**config.mk**
```make
export PLATFORM = sky130hd
export DESIGN_NAME = rx_channel_alarm
export DESIGN_NICKNAME = d
export VERILOG_FILES = /design/src/rtl/rx_alarm_pkg.sv /design/src/rtl/line_loss_monitor.sv /design/src/rtl/rx_channel_alarm.sv
export VERILOG_INCLUDE_DIRS = /design/src /design/src/rtl
export SDC_FILE = /design/constraint.sdc
export NUM_CORES = 1
export LEC_CHECK = 0
export CAP_MARGIN = 30
export CORE_UTILIZATION = 55
export DETAILED_ROUTE_END_ITERATION = 10
export DONT_BUFFER_PORTS = 1
export PLACE_DENSITY = 0.73
export SLEW_MARGIN = 20
export SYNTH_ARGS = -nofsm -noshare
export SYNTH_HDL_FRONTEND = slang
export SYNTH_HIERARCHICAL = 1
export SYNTH_SLANG_ARGS = --single-unit
export TNS_END_PERCENT = 50
```
**constraint.sdc**
```tcl
create_clock -name i_clock -period 4.25 [get_ports i_clock]
set_clock_uncertainty 0.2 [all_clocks]
set_input_delay 0.6375 -clock i_clock [delete_from_list [all_inputs] [get_ports i_clock]]
set_output_delay 0.6375 -clock i_clock [all_outputs]
set_load 0.02 [all_outputs]
```
**src/rtl/rx_alarm_regs.svh**
```systemverilog
/*
  Constants for the receive alarm and drop bus clock block: loss
  criteria, drop bus clock rates and the system clock rate.
  Assumes inclusion by bare name from the rtl/ files.
*/
`ifndef RX_ALARM_REGS_SVH
`define RX_ALARM_REGS_SVH

// ----------------------------------------------------------------
// loss declare and clear criteria, in received bits or, for the e3 good count, blocks
// ----------------------------------------------------------------
`define RXA_DS3_LOS_ZEROS   16'h00B4
`define RXA_E3_LOS_ZEROS    16'h0020
`define RXA_DS3_WINDOW      8'hB4
`define RXA_DS3_MIN_ONES    8'h3C
`define RXA_E3_BLOCK        8'h20
`define RXA_E3_MIN_ONES     8'h08
`define RXA_E3_GOOD_BLOCKS  3'h4

// ----------------------------------------------------------------
// clock rates in Hz
// ----------------------------------------------------------------
`define RXA_CLK_HZ          200000000
`define RXA_DROP_STS3_HZ    19440000
`define RXA_DROP_STS1_HZ    6480000

// ----------------------------------------------------------------
// scan word layout
// ----------------------------------------------------------------
`define RXA_SCAN_LOSS_BIT   0

`endif

```
**src/rtl/rx_alarm_pkg.sv**
```systemverilog
/*
  Types shared by the receive alarm block: line mode, drop bus
  source word and the state records of both modules.
  Assumes nothing beyond a SystemVerilog compiler.
*/
`default_nettype none

package rx_alarm_pkg;

  typedef enum logic [1:0] {MODE_DS3, MODE_E3, MODE_STS1} line_mode_e;

  typedef struct packed {
    logic [7:0] data;
    logic       payload;
    logic       alarm;
    logic       marker;
  } drop_src_s;

  typedef struct packed {
    logic [15:0] zero_run;
    logic [7:0]  win;
    logic [7:0]  ones;
    logic [2:0]  good;
    logic        loss;
  } loss_state_s;

  typedef struct packed {
    logic        ext_s1;
    logic        ext_s2;
    logic        lclk_s1;
    logic        lclk_s2;
    logic        lclk_s3;
    logic        pos_s1;
    logic        pos_s2;
    logic        neg_s1;
    logic        neg_s2;
    logic [31:0] acc;
    logic [7:0]  scan;
    logic        frame_lost;
    logic        signal_lost;
    logic        drop_clk;
    logic [7:0]  data;
    logic        parity;
    logic        payload;
    logic        alarm;
    logic        marker;
  } chan_state_s;

endpackage

`default_nettype wire

```
**src/rtl/line_loss_monitor.sv**
```systemverilog
/*
  Zero-run loss declaration and ones-density loss clearing on the
  received bit stream of one channel.
  Assumes bits arrive as one-cycle strobes on i_clock.
*/
`default_nettype none
`include "rx_alarm_regs.svh"

module line_loss_monitor
  import rx_alarm_pkg::*;
(
  input  wire logic        i_clock,
  input  wire logic        i_resetn,
  input  wire logic        i_bit_valid,
  input  wire logic        i_bit_value,
  input  wire line_mode_e  i_mode,
  input  wire logic [15:0] i_rx_loss_threshold,
  output logic             o_loss
);

  loss_state_s st;
  loss_state_s next_st;
  logic [15:0] thr;
  logic [7:0]  blk_len;
  logic [7:0]  min_ones;
  logic [7:0]  ones_inc;
  logic [15:0] run_inc;
  logic [2:0]  good_inc;
  logic        blk_ok;
  logic        blk_end;
  logic        aligned;

  // ----------------------------------------------------------------
  // declare and clear
  // ----------------------------------------------------------------
  always_comb begin
    next_st  = st;
    thr      = (i_mode == MODE_DS3) ? `RXA_DS3_LOS_ZEROS :
               (i_mode == MODE_E3)  ? `RXA_E3_LOS_ZEROS : i_rx_loss_threshold;
    blk_len  = (i_mode == MODE_E3) ? `RXA_E3_BLOCK : `RXA_DS3_WINDOW;
    min_ones = (i_mode == MODE_E3) ? `RXA_E3_MIN_ONES : `RXA_DS3_MIN_ONES;
    ones_inc = st.ones + 8'(i_bit_value);
    run_inc  = (st.zero_run == 16'hFFFF) ? st.zero_run : st.zero_run + 16'h0001;
    good_inc = (st.good == 3'h7) ? st.good : st.good + 3'h1;
    blk_ok   = ones_inc >= min_ones;
    blk_end  = st.win >= blk_len - 8'h01;
    aligned  = st.win == blk_len - 8'h01;
    if (i_bit_valid) begin
      // a block stretched by a mode change closes at once and never counts
      if (blk_end) begin
        next_st.win  = 8'h00;
        next_st.ones = 8'h00;
        next_st.good = (blk_ok && aligned && i_mode == MODE_E3) ? good_inc : 3'h0;
        if (st.loss && blk_ok && aligned &&
            (i_mode != MODE_E3 || good_inc >= `RXA_E3_GOOD_BLOCKS)) begin
          next_st.loss = 1'b0;
          next_st.good = 3'h0;
        end
      end else begin
        next_st.win  = st.win + 8'h01;
        next_st.ones = ones_inc;
      end
      next_st.zero_run = i_bit_value ? 16'h0000 : run_inc;
      if (!i_bit_value && run_inc >= thr && thr != 16'h0000) begin
        next_st.loss = 1'b1;
      end
    end
  end

  always_ff @(posedge i_clock) begin
    if (!i_resetn) begin
      st <= '0;
    end else begin
      st <= next_st;
    end
  end

  assign o_loss = st.loss;

  // ----------------------------------------------------------------
  // checks
  // ----------------------------------------------------------------
  declare_zero_run_a: assert property (@(posedge i_clock) disable iff (!i_resetn)
    $rose(st.loss) |-> $past(i_bit_valid) && !$past(i_bit_value)
      && $past(st.zero_run) + 16'h0001 >= $past(thr))
    else $error("loss declared without enough zeros");

  ds3_clear_window_a: assert property (@(posedge i_clock) disable iff (!i_resetn)
    $fell(st.loss) && $past(i_mode) == MODE_DS3 |->
      $past(st.win) == 8'hB3 && $past(ones_inc) >= 8'h3C)
    else $error("ds3 loss cleared without 60 ones in 180 bits");

  e3_clear_blocks_a: assert property (@(posedge i_clock) disable iff (!i_resetn)
    $fell(st.loss) && $past(i_mode) == MODE_E3 |->
      $past(st.good) >= 3'h3 && $past(ones_inc) >= 8'h08 && $past(st.win) == 8'h1F)
    else $error("e3 loss cleared without four good blocks");

endmodule

`default_nettype wire

```
**src/rtl/rx_channel_alarm.sv**
```systemverilog
/*
  One receive channel: loss and out-of-frame indicators, line loss
  scan bit, and the drop telecom bus clock with its launched outputs
  or the alternate pin functions while the bus is disabled.
  Assumes the framer, hdlc and atm logic run on i_clock; the line
  interface pins and the line clock are asynchronous.
*/
`default_nettype none
`include "rx_alarm_regs.svh"

// Behaviour
// - external loss high declares loss of signal
// - external loss level readable as scan bit 0
// - frame lost output follows framer out-of-frame
// - declare loss after 180/32 consecutive zeros
// - ds3 clears on 60 ones in 180
// - e3 clears on four good 32-bit blocks
// - drop bus outputs launch on clock rise
// - drop clock 19.44 or 6.48 MHz
// - disabled bus pin carries hdlc or atm
module rx_channel_alarm
  import rx_alarm_pkg::*;
(
  input  wire logic        i_clock,
  input  wire logic        i_resetn,
  input  wire logic        i_ext_line_loss_in,
  input  wire logic        i_rx_line_clk,
  input  wire logic        i_rx_line_pos_in,
  input  wire logic        i_rx_line_neg_in,
  input  wire line_mode_e  i_mode,
  input  wire logic [15:0] i_rx_loss_threshold,
  input  wire logic        i_framer_oof,
  input  wire logic        i_drop_enable,
  input  wire logic        i_drop_sts3,
  input  wire drop_src_s   i_drop_src,
  input  wire logic        i_drop_alt_atm,
  input  wire logic        i_hdlc_rx_check_ok,
  input  wire logic        i_atm_rx_flowctl_clk,
  output logic [7:0]       o_line_scan,
  output logic             o_liu_loss_flag,
  output logic             o_rx_frame_lost_out,
  output logic             o_rx_signal_lost_out,
  output logic             o_drop_bus_clk_out,
  output logic [7:0]       o_drop_bus_byte_out,
  output logic             o_drop_bus_parity_out,
  output logic             o_drop_bus_payload_flag,
  output logic             o_drop_bus_alarm_out,
  output logic             o_drop_bus_frame_marker
);

  // ----------------------------------------------------------------
  // drop clock phase steps
  // ----------------------------------------------------------------
  localparam logic [31:0] STEP_STS3 =
    32'((64'(`RXA_DROP_STS3_HZ) << 32) / 64'(`RXA_CLK_HZ));
  localparam logic [31:0] STEP_STS1 =
    32'((64'(`RXA_DROP_STS1_HZ) << 32) / 64'(`RXA_CLK_HZ));

  chan_state_s st;
  chan_state_s next_st;
  logic        bit_valid;
  logic        bit_value;
  logic        mon_loss;
  logic [31:0] acc_next;
  logic        rise;

  assign bit_valid = st.lclk_s2 & ~st.lclk_s3;
  assign bit_value = st.pos_s2 | st.neg_s2;

  // ----------------------------------------------------------------
  // zero run and ones density monitor
  // ----------------------------------------------------------------
  line_loss_monitor u_monitor (
    .i_clock             (i_clock),
    .i_resetn            (i_resetn),
    .i_bit_valid         (bit_valid),
    .i_bit_value         (bit_value),
    .i_mode              (i_mode),
    .i_rx_loss_threshold (i_rx_loss_threshold),
    .o_loss              (mon_loss)
  );

  // ----------------------------------------------------------------
  // next state
  // ----------------------------------------------------------------
  always_comb begin
    next_st         = st;
    next_st.ext_s1  = i_ext_line_loss_in;
    next_st.ext_s2  = st.ext_s1;
    next_st.lclk_s1 = i_rx_line_clk;
    next_st.lclk_s2 = st.lclk_s1;
    next_st.lclk_s3 = st.lclk_s2;
    next_st.pos_s1  = i_rx_line_pos_in;
    next_st.pos_s2  = st.pos_s1;
    next_st.neg_s1  = i_rx_line_neg_in;
    next_st.neg_s2  = st.neg_s1;

    next_st.scan                   = 8'h00;
    next_st.scan[`RXA_SCAN_LOSS_BIT] = st.ext_s2;
    next_st.frame_lost  = i_framer_oof;
    next_st.signal_lost = mon_loss | st.ext_s2;

    acc_next = st.acc + (i_drop_sts3 ? STEP_STS3 : STEP_STS1);
    rise     = i_drop_enable && !st.acc[31] && acc_next[31];
    if (i_drop_enable) begin
      next_st.acc      = acc_next;
      next_st.drop_clk = acc_next[31];
    end else begin
      next_st.acc      = 32'h0000_0000;
      next_st.drop_clk = i_drop_alt_atm ? i_atm_rx_flowctl_clk : i_hdlc_rx_check_ok;
    end
    if (rise) begin
      next_st.data    = i_drop_src.data;
      next_st.parity  = ^i_drop_src.data;
      next_st.payload = i_drop_src.payload;
      next_st.alarm   = i_drop_src.alarm;
      next_st.marker  = i_drop_src.marker;
    end
  end

  always_ff @(posedge i_clock) begin
    if (!i_resetn) begin
      st <= '0;
    end else begin
      st <= next_st;
    end
  end

  // ----------------------------------------------------------------
  // outputs
  // ----------------------------------------------------------------
  assign o_line_scan             = st.scan;
  assign o_liu_loss_flag         = st.scan[`RXA_SCAN_LOSS_BIT];
  assign o_rx_frame_lost_out     = st.frame_lost;
  assign o_rx_signal_lost_out    = st.signal_lost;
  assign o_drop_bus_clk_out      = st.drop_clk;
  assign o_drop_bus_byte_out     = st.data;
  assign o_drop_bus_parity_out   = st.parity;
  assign o_drop_bus_payload_flag = st.payload;
  assign o_drop_bus_alarm_out    = st.alarm;
  assign o_drop_bus_frame_marker = st.marker;

  // ----------------------------------------------------------------
  // helper: cycles between drop clock rises in a steady mode
  // ----------------------------------------------------------------
  logic [7:0] gap;
  logic       gap_valid;
  logic       mode_prev;
  logic       en_prev;

  always_ff @(posedge i_clock) begin
    if (!i_resetn) begin
      gap       <= 8'h00;
      gap_valid <= 1'b0;
      mode_prev <= 1'b0;
      en_prev   <= 1'b0;
    end else begin
      mode_prev <= i_drop_sts3;
      en_prev   <= i_drop_enable;
      if (mode_prev != i_drop_sts3 || !i_drop_enable || !en_prev) begin
        gap_valid <= 1'b0;
        gap       <= 8'h00;
      end else if (rise) begin
        gap_valid <= 1'b1;
        gap       <= 8'h01;
      end else begin
        gap       <= (gap == 8'hFF) ? gap : gap + 8'h01;
      end
    end
  end

  // ----------------------------------------------------------------
  // checks
  // ----------------------------------------------------------------
  ext_loss_declare_a: assert property (@(posedge i_clock) disable iff (!i_resetn)
    i_ext_line_loss_in [*3] |=> o_rx_signal_lost_out)
    else $error("external loss did not raise signal lost");

  scan_bit_level_a: assert property (@(posedge i_clock) disable iff (!i_resetn)
    $past(i_resetn, 4) |-> o_liu_loss_flag == $past(i_ext_line_loss_in, 3))
    else $error("scan bit does not track external loss input");

  frame_lost_follow_a: assert property (@(posedge i_clock) disable iff (!i_resetn)
    i_framer_oof != o_rx_frame_lost_out |=> o_rx_frame_lost_out == $past(i_framer_oof))
    else $error("frame lost output does not follow framer");

  drop_launch_edge_a: assert property (@(posedge i_clock) disable iff (!i_resetn)
    $changed(o_drop_bus_byte_out) && $past(i_drop_enable) |-> $rose(o_drop_bus_clk_out))
    else $error("drop bus byte changed away from clock rise");

  drop_parity_match_a: assert property (@(posedge i_clock) disable iff (!i_resetn)
    o_drop_bus_parity_out == ^o_drop_bus_byte_out)
    else $error("drop bus parity does not match byte");

  drop_clock_rate_a: assert property (@(posedge i_clock) disable iff (!i_resetn)
    rise && gap_valid && mode_prev == i_drop_sts3 && en_prev |->
      (i_drop_sts3 ? (gap == 8'h0A || gap == 8'h0B) : (gap == 8'h1E || gap == 8'h1F)))
    else $error("drop clock period off rate");

  alt_pin_select_a: assert property (@(posedge i_clock) disable iff (!i_resetn)
    !i_drop_enable |=> o_drop_bus_clk_out ==
      ($past(i_drop_alt_atm) ? $past(i_atm_rx_flowctl_clk) : $past(i_hdlc_rx_check_ok)))
    else $error("disabled drop clock pin not carrying alternate function");

endmodule

`default_nettype wire

```
==> flow_summary.json, run 1 <==
{
  "cp-start-kind": "register",
  "hold_viol": 0,
  "dpl_cell_area_sq_um": 5840,
  "synth_xor_area_share_pct": 7.07,
  "vdd_drop_max_v": 0.000248,
  "synth_mux_area_share_pct": 3.45,
  "overflow": 0,
  "crit_family": "compound AO/OA/AOI/OAI gates",
  "critical_path_depth": 13,
  "grt_pass1_vias": 4725,
  "synthDominantCellAreaShare_pct": 31.3,
  "fin_area_sq_um": 6010,
  "multiInputGateArea_sq_um": 3750,
  "synthFlopType": "dfxtp_1",
  "area_growth_pct": 1.16,
  "nFillCells": 963,
  "num_vias": 5010,
  "cap_violations": 0,
  "total_power_mw": 1.67,
  "synth_top_area_cell": "dfxtp_1",
  "grt_pass1_wl_um": 21100,
  "fin_setup_tns_ns": 0,
  "worstPathRequired_ns": 4.28,
  "area.sequential_sq_um": 1860,
  "cts_setup_buffers": 0,
  "drc": 0,
  "numPlacedInstances": 810,
  "synth_compound_area_share_pct": 18.4,
  "clockBufferDepth": 2,
  "diodes": 0,
  "fin_hold_ws_ns": 0.179,
  "status": "finished clean",
  "synth-simple-area-share_pct": 25.4,
  "port_buffers": 0,
  "synth_cell_types": 83,
  "die_w_um": 106,
  "r2r_cells": 13,
  "slowest_delay_ns": 0.62,
  "avgSynthCellArea_sq_um": 8.34,
  "numCtsBuffers": 9,
  "crit_buf_inv": 0,
  "grt_use_total_pct": 23.2,
  "cts.sinks": 93,
  "crit_start": "u_monitor/st[20]",
  "grt_max_degree": 54,
  "clock-root-buffer": "clkbuf_8",
  "drt_iter0_markers": 379,
  "io_pins": 65,
  "drive_above_1_share_pct": 6.23,
  "viasPerCell": 6.07,
  "power_leakage_nw": 2.34,
  "seq_area_frac_synth_pct": 31.3,
  "post-dp-hpwl_um": 9230,
  "maxSlewViolCount": 0,
  "insertion_delay_ns": 0.38,
  "fp-row-count": 37,
  "synth_async_sr_flop_share_pct": 0,
  "cp-endpoint": "u_monitor/o_loss",
  "tightest_slew_ns": 0.854,
  "cts_resized": 0,
  "yosys_warnings": 6,
  "slew_headroom_pct": 42.9,
  "cpMaxStageDelayCell": "or4_1",
  "dieHeight_um": 106,
  "r2r-end": "u_monitor/o_loss",
  "crit_path_end_kind": "register",
  "core_sq_um": 10400,
  "timing.final.crit_share_pct": 91.2,
  "syn_inst": 713,
  "start_util_pct": 57.1,
  "routed_wl_um": 12700,
  "fmax_mhz": 258,
  "ys_ff_latch": 93,
  "ant_nets": 0,
  "synth_top_family_by_area": "simple AND/OR/NAND/NOR gates",
  "antenna_found_initial": 0,
  "cellPowerDensity_nw_per_um2": 277,
  "hold_buffers": 0,
  "dieArea_sq_um": 11200,
  "instances_no_fill": 826,
  "first_pass_iters": 5,
  "crit_type": "reg2reg",
  "path_clk_slew_ns": 0.09,
  "cts_tree": "yes",
  "wl_per_cell_um": 15.3,
  "path_cells": "ha_1 > nand2_1 > or4_1 > o21a_1 > nand3_1 > xnor2_1 > ha_1 > a21oi_1 > o21ai_0 > a211oi_1 > o21ai_0 > a221oi_1 > o41ai_1",
  "synthTopCellsByArea": "dfxtp_1 (31%), ha_1 (8.4%), nand2_1 (5.4%)",
  "globalplace.congestion": 0.868,
  "syn_area_sq_um": 5950,
  "min_period_ns": 3.88,
  "hp-class": "in2reg",
  "synth_fa_ha_area_share_pct": 8.42,
  "arrival_ns": 3.91,
  "synth-edff-count": 0,
  "final_nets": 766,
  "ctsHtreeMaxLevel": 3,
  "rr_startpoint": "u_monitor/st[20]",
  "finalSetupViolations": 0,
  "r2r_setup_slack_ns": 0.37,
  "rsz0062_at_grt": "false",
  "worst-path-max-fanout": 10
}
## worst min-delay path by stage
stage,slack [ns],start,cells past startpoint,to
after floorplan,0.21,next_st[62],1,next_st[15]
after global placement,0.22,next_st[60],1,next_st[59]
after detailed placement,0.22,next_st[60],1,next_st[59]
after CTS,0.16,i_resetn,2,u_monitor/st[33]
after global routing,0.17,i_rx_line_clk,1,next_st[60]
final,0.18,i_resetn,2,u_monitor/st[33]
## cells in the final DEF (no fill, tap or decap), types with 6 or more instances in the layout
cell type,synthesis,final
a211oi_1,7,7
a21o_1,7,7
a21oi_1,43,43
a31oi_1,10,10
and2_1,17,17
and3_1,9,9
clkbuf_8,0,9
conb_1,1,7
dfxtp_1,93,93
ha_1,40,40
inv_1,10,10
mux2i_1,16,16
nand2_1,85,85
nand2b_1,9,9
nand3_1,22,22
nand3b_1,8,8
nand4_1,11,11
nor2_1,62,62
nor3_1,20,20
nor4_1,6,6
o21a_1,8,8
o21ai_0,26,26
o31ai_1,7,7
or3_1,12,12
xnor2_1,29,29
xor2_1,19,19
## worst register-to-register path, stage by stage (launching register included)
cell and delay, ns:
dfxtp_1 0.43, ha_1 0.23, nand2_1 0.20, or4_1 0.62, o21a_1 0.32, nand3_1 0.17, xnor2_1 0.14, ha_1 0.28
a21oi_1 0.17, o21ai_0 0.14, a211oi_1 0.22, o21ai_0 0.14, a221oi_1 0.37, o41ai_1 0.10
## through the flow
step / worst slack, ns / util [%]
floorplan: 0.907 / -
global placement: 0.684 / 56.1
detailed placement: 0.473 / 56.1
CTS: 0.429 / 57.7
global route: 0.0970 / 57.7
finish: 0.373 / 57.7
## area by class of cell
| class | instances | area share (%) |
|---|---|---|
| clock buffers | 9 | 2.06 |
| clock inverters | 7 | 0.811 |
| repair buffers | 2 | 0.250 |
| multi-input cells | 568 | 62.4 |
| flip-flops and latches | 93 | 31.0 |
| inverters | 11 | 0.686 |
| well taps | 136 | 2.83 |
## cells in the mapped netlist (all sizes together) (8+ instances only)
| master | number |
|---|---|
| nand2 | 85 |
| mux2i | 16 |
| a21oi | 45 |
| buf | 26 |
| dfxtp | 93 |
| nand2b | 9 |
| nand4 | 12 |
| nand3b | 8 |
| nand3 | 23 |
| xnor2 | 29 |
| a21o | 8 |
| inv | 10 |
| nor3 | 20 |
| o21a | 8 |
| and2 | 17 |
| clkbuf | 19 |
| nor2 | 62 |
| or3 | 13 |
| ha | 40 |
| xor2 | 19 |
| o21ai | 27 |
| and3 | 12 |
| a31oi | 10 |
## kinds of logic (layout without fill, tap and decap cells)
| family | after synthesis | after routing |
|---|---|---|
| and+or+nand+nor | 294 | 294 |
| AOI/OAI and AO/OA | 159 | 159 |
| DFF | 93 | 93 |
| buffers and inverters | 58 | 29 |
| xor gates and xnor gates | 48 | 48 |
| adders and majority gates | 40 | 40 |
| muxes | 20 | 20 |
| other | 1 | 7 |
## flip-flops by register name, summed over array words and instances, names as in the netlist, 6 cells and up
signal and cells:
next_st 6, o_drop_bus_byte_out 8, st 35, u_monitor/st 35
## routing by layer
layer | vias up | routed length, um | global-route usage [%]
li1 | 2494 | - | -
met1 | 2348 | 5880 | 29.5
met2 | 142 | 5880 | 38.5
met3 | 26 | 630 | 4.97
met4 | 0 | 264 | 9.03
met5 | - | 0 | 0
## where the power goes
group          internal [mW]  switching, mW  total (mW)
clock                  0.216          0.328       0.544
sequential             0.893         0.0222       0.915
combinational         0.0848          0.125       0.210
total                   1.19          0.475        1.67
Power figures use the tool's default switching activity.
==> inputs of run 2 (changes only) <==
--- a/config.mk
+++ b/config.mk
@@ -11,9 +11,9 @@
 export DETAILED_ROUTE_END_ITERATION = 10
 export DONT_BUFFER_PORTS = 1
 export PLACE_DENSITY = 0.73
+export REMOVE_ABC_BUFFERS = 1
 export SLEW_MARGIN = 20
 export SYNTH_ARGS = -nofsm -noshare
 export SYNTH_HDL_FRONTEND = slang
-export SYNTH_HIERARCHICAL = 1
 export SYNTH_SLANG_ARGS = --single-unit
 export TNS_END_PERCENT = 50
==> run 2 against run 1 <==
Wire length up 0.30%. Highest routed layer unchanged. Hold slack worse by 0.0055 ns. Register-to-register slack better by 0.46 ns.
==> flow_summary.json, run 2 <==
{
  "vdd_drop_max_v": 0.000197,
  "fp-row-count": 37,
  "maxSlewViolCount": 0,
  "synth_async_sr_flop_share_pct": 0,
  "min_period_ns": 3.41,
  "overflow": 0,
  "die_w_um": 105,
  "clockBufferDepth": 2,
  "crit_buf_inv": 0,
  "crit_path_end_kind": "register",
  "post-dp-hpwl_um": 9310,
  "synthDominantCellAreaShare_pct": 31.9,
  "routed_wl_um": 12700,
  "dieArea_sq_um": 11000,
  "viasPerCell": 6.12,
  "cp-start-kind": "register",
  "rsz0062_at_grt": "false",
  "dieHeight_um": 105,
  "globalplace.congestion": 0.866,
  "synth_top_area_cell": "dfxtp_1",
  "crit_type": "reg2reg",
  "synthFlopType": "dfxtp_1",
  "timing.final.crit_share_pct": 80.3,
  "hold_path_end": "o_drop_bus_clk_out",
  "layout_common_cells": "dfxtp_1 (93), nand2_1 (75), nor2_1 (72)",
  "tightest_slew_ns": 0.630,
  "antenna_found_initial": 0,
  "slowest_delay_ns": 0.42,
  "area_growth_pct": 2.70,
  "io_pins": 65,
  "seq_area_frac_synth_pct": 31.9,
  "grt_use_total_pct": 23.7,
  "insertion_delay_ns": 0.36,
  "r2r_setup_slack_ns": 0.84,
  "synth_cell_types": 78,
  "numPlacedInstances": 807,
  "status": "finished clean",
  "yosys_warnings": 0,
  "wl_per_cell_um": 15.4,
  "slew_headroom_pct": 57.9,
  "avgSynthCellArea_sq_um": 8.30,
  "post-synth-top-count-cell": "dfxtp_1",
  "port_buffers": 0,
  "r2r-end": "u_monitor.o_loss",
  "first_pass_iters": 5,
  "r2r_cells": 12,
  "synth-edff-count": 0,
  "grt_max_degree": 56,
  "ys_ff_latch": 93,
  "cpMostUsedCell": "ha_1",
  "grt_pass1_vias": 4700,
  "core_sq_um": 10300,
  "instances_no_fill": 823,
  "drt_iter0_markers": 297,
  "power_leakage_nw": 2.31,
  "holdCritStartpoint": "i_drop_enable",
  "drive_above_1_share_pct": 5.82,
  "ctsHtreeMaxLevel": 3,
  "synthTopCellsByArea": "dfxtp_1 (32%), ha_1 (8.6%), nand2_1 (4.8%)",
  "arrival_ns": 3.47,
  "grt_pass1_wl_um": 21500,
  "numCtsBuffers": 9,
  "fmax_mhz": 293,
  "cap_violations": 0,
  "worstPathRequired_ns": 4.30,
  "whs_path_depth": 1,
  "cts.sinks": 93,
  "finalSetupViolations": 0,
  "rr_startpoint": "u_monitor.st[20]",
  "num_vias": 5037,
  "cpMaxStageDelayCell": "dfxtp_1",
  "path_cells": "ha_1 > nand3_1 > nor4_4 > nand2_1 > xnor2_1 > ha_1 > nand2b_1 > a211oi_1 > nor3_1 > o41ai_1 > o211ai_1 > a32o_1",
  "syn_area_sq_um": 5830,
  "hold_viol": 0,
  "cellPowerDensity_nw_per_um2": 286,
  "fin_setup_tns_ns": 0,
  "syn_inst": 703,
  "diodes": 0,
  "synthTopCellsByCount": "dfxtp_1 (93), nand2_1 (75), nor2_1 (72), a21oi_1 (42), ha_1 (40)",
  "cts_setup_buffers": 0,
  "utilization_pct": 58.0,
  "hp-class": "in2reg",
  "final_common_cell": "dfxtp_1",
  "crit_family": "simple AND/OR/NAND/NOR gates",
  "start_util_pct": 56.5,
  "hold_buffers": 0,
  "cts_resized": 0,
  "clock-root-buffer": "clkbuf_8",
  "total_power_mw": 1.72,
  "ant_nets": 0,
  "worst-path-max-fanout": 7,
  "path_clk_slew_ns": 0.09,
  "final_nets": 763,
  "cts_tree": "yes",
  "drc": 0
}
## run 2: cell count changes in the layout (fill, tap and decap cells not counted), moves of 6 or more
| cell | delta |
|---|---|
| nand3b_1 | -6 |
| nor2_1 | +10 |
| nand2b_1 | +6 |
| a21o_1 | -6 |
| nand4_1 | +6 |
| nand2_1 | -10 |
| or3_1 | -9 |
## run 2: layout make-up
cell class,count,area (sq um)
clock inverter,4,32.5
sequential,93,1860
fill,922,4330
multi-input combinational,562,3700
timing repair buffer,3,30.0
clock buffer,12,145
inverter,13,48.8
tap,136,170
## run 2: logic make-up (layout without fill, tap and decap cells)
group           count (synthesis)  after routing  synth area share [%]
compound gates                165            165                  19.6
simple gates                  292            292                  25.7
fa+ha+maj                      40             40                  8.58
flops                          93             93                  31.9
mux                            18             18                  3.13
xor+xnor                       40             40                  6.00
buf+inv                        54             32                  5.00
other cells                     1              7                0.0643
## run 2: power breakdown
part	leakage, nW	switching [mW]	internal [mW]	total, mW
logic	1.47	0.147	0.0979	0.245
registers	0.756	0.0261	0.897	0.923
clock network	0.0832	0.316	0.233	0.548
total	2.31	0.489	1.23	1.72
## run 2: worst max path at each step
stage,startpoint,slack (ns),end,depth (start not counted)
2_1_floorplan,u_monitor.st[20],1.21,u_monitor.o_loss,12
3_3_place_gp,u_monitor.st[20],0.98,u_monitor.o_loss,12
3_5_place_dp,u_monitor.st[20],0.86,u_monitor.o_loss,12
4_1_cts,u_monitor.st[20],0.84,u_monitor.o_loss,12
5_1_grt,u_monitor.st[20],0.48,u_monitor.o_loss,12
6_report,u_monitor.st[20],0.84,u_monitor.o_loss,12
## run 2: layer usage
metal | wire, um | global-route usage, %
met5 | 0 | 0
met4 | 268 | 9.66
met3 | 586 | 3.43
met2 | 5810 | 38.1
met1 | 6020 | 31.8
## run 2: per-stage QoR
stage | hold slack, ns | area, sq um | setup slack, ns
final | 0.174 | 5990 | 0.837
after global routing | 0.149 | 5990 | 0.476
after CTS | 0.160 | 5990 | 0.842
after detailed placement | 0.226 | 5810 | 0.865
after global placement | 0.221 | 5800 | 0.979
after floorplan | 0.212 | 5610 | 1.21
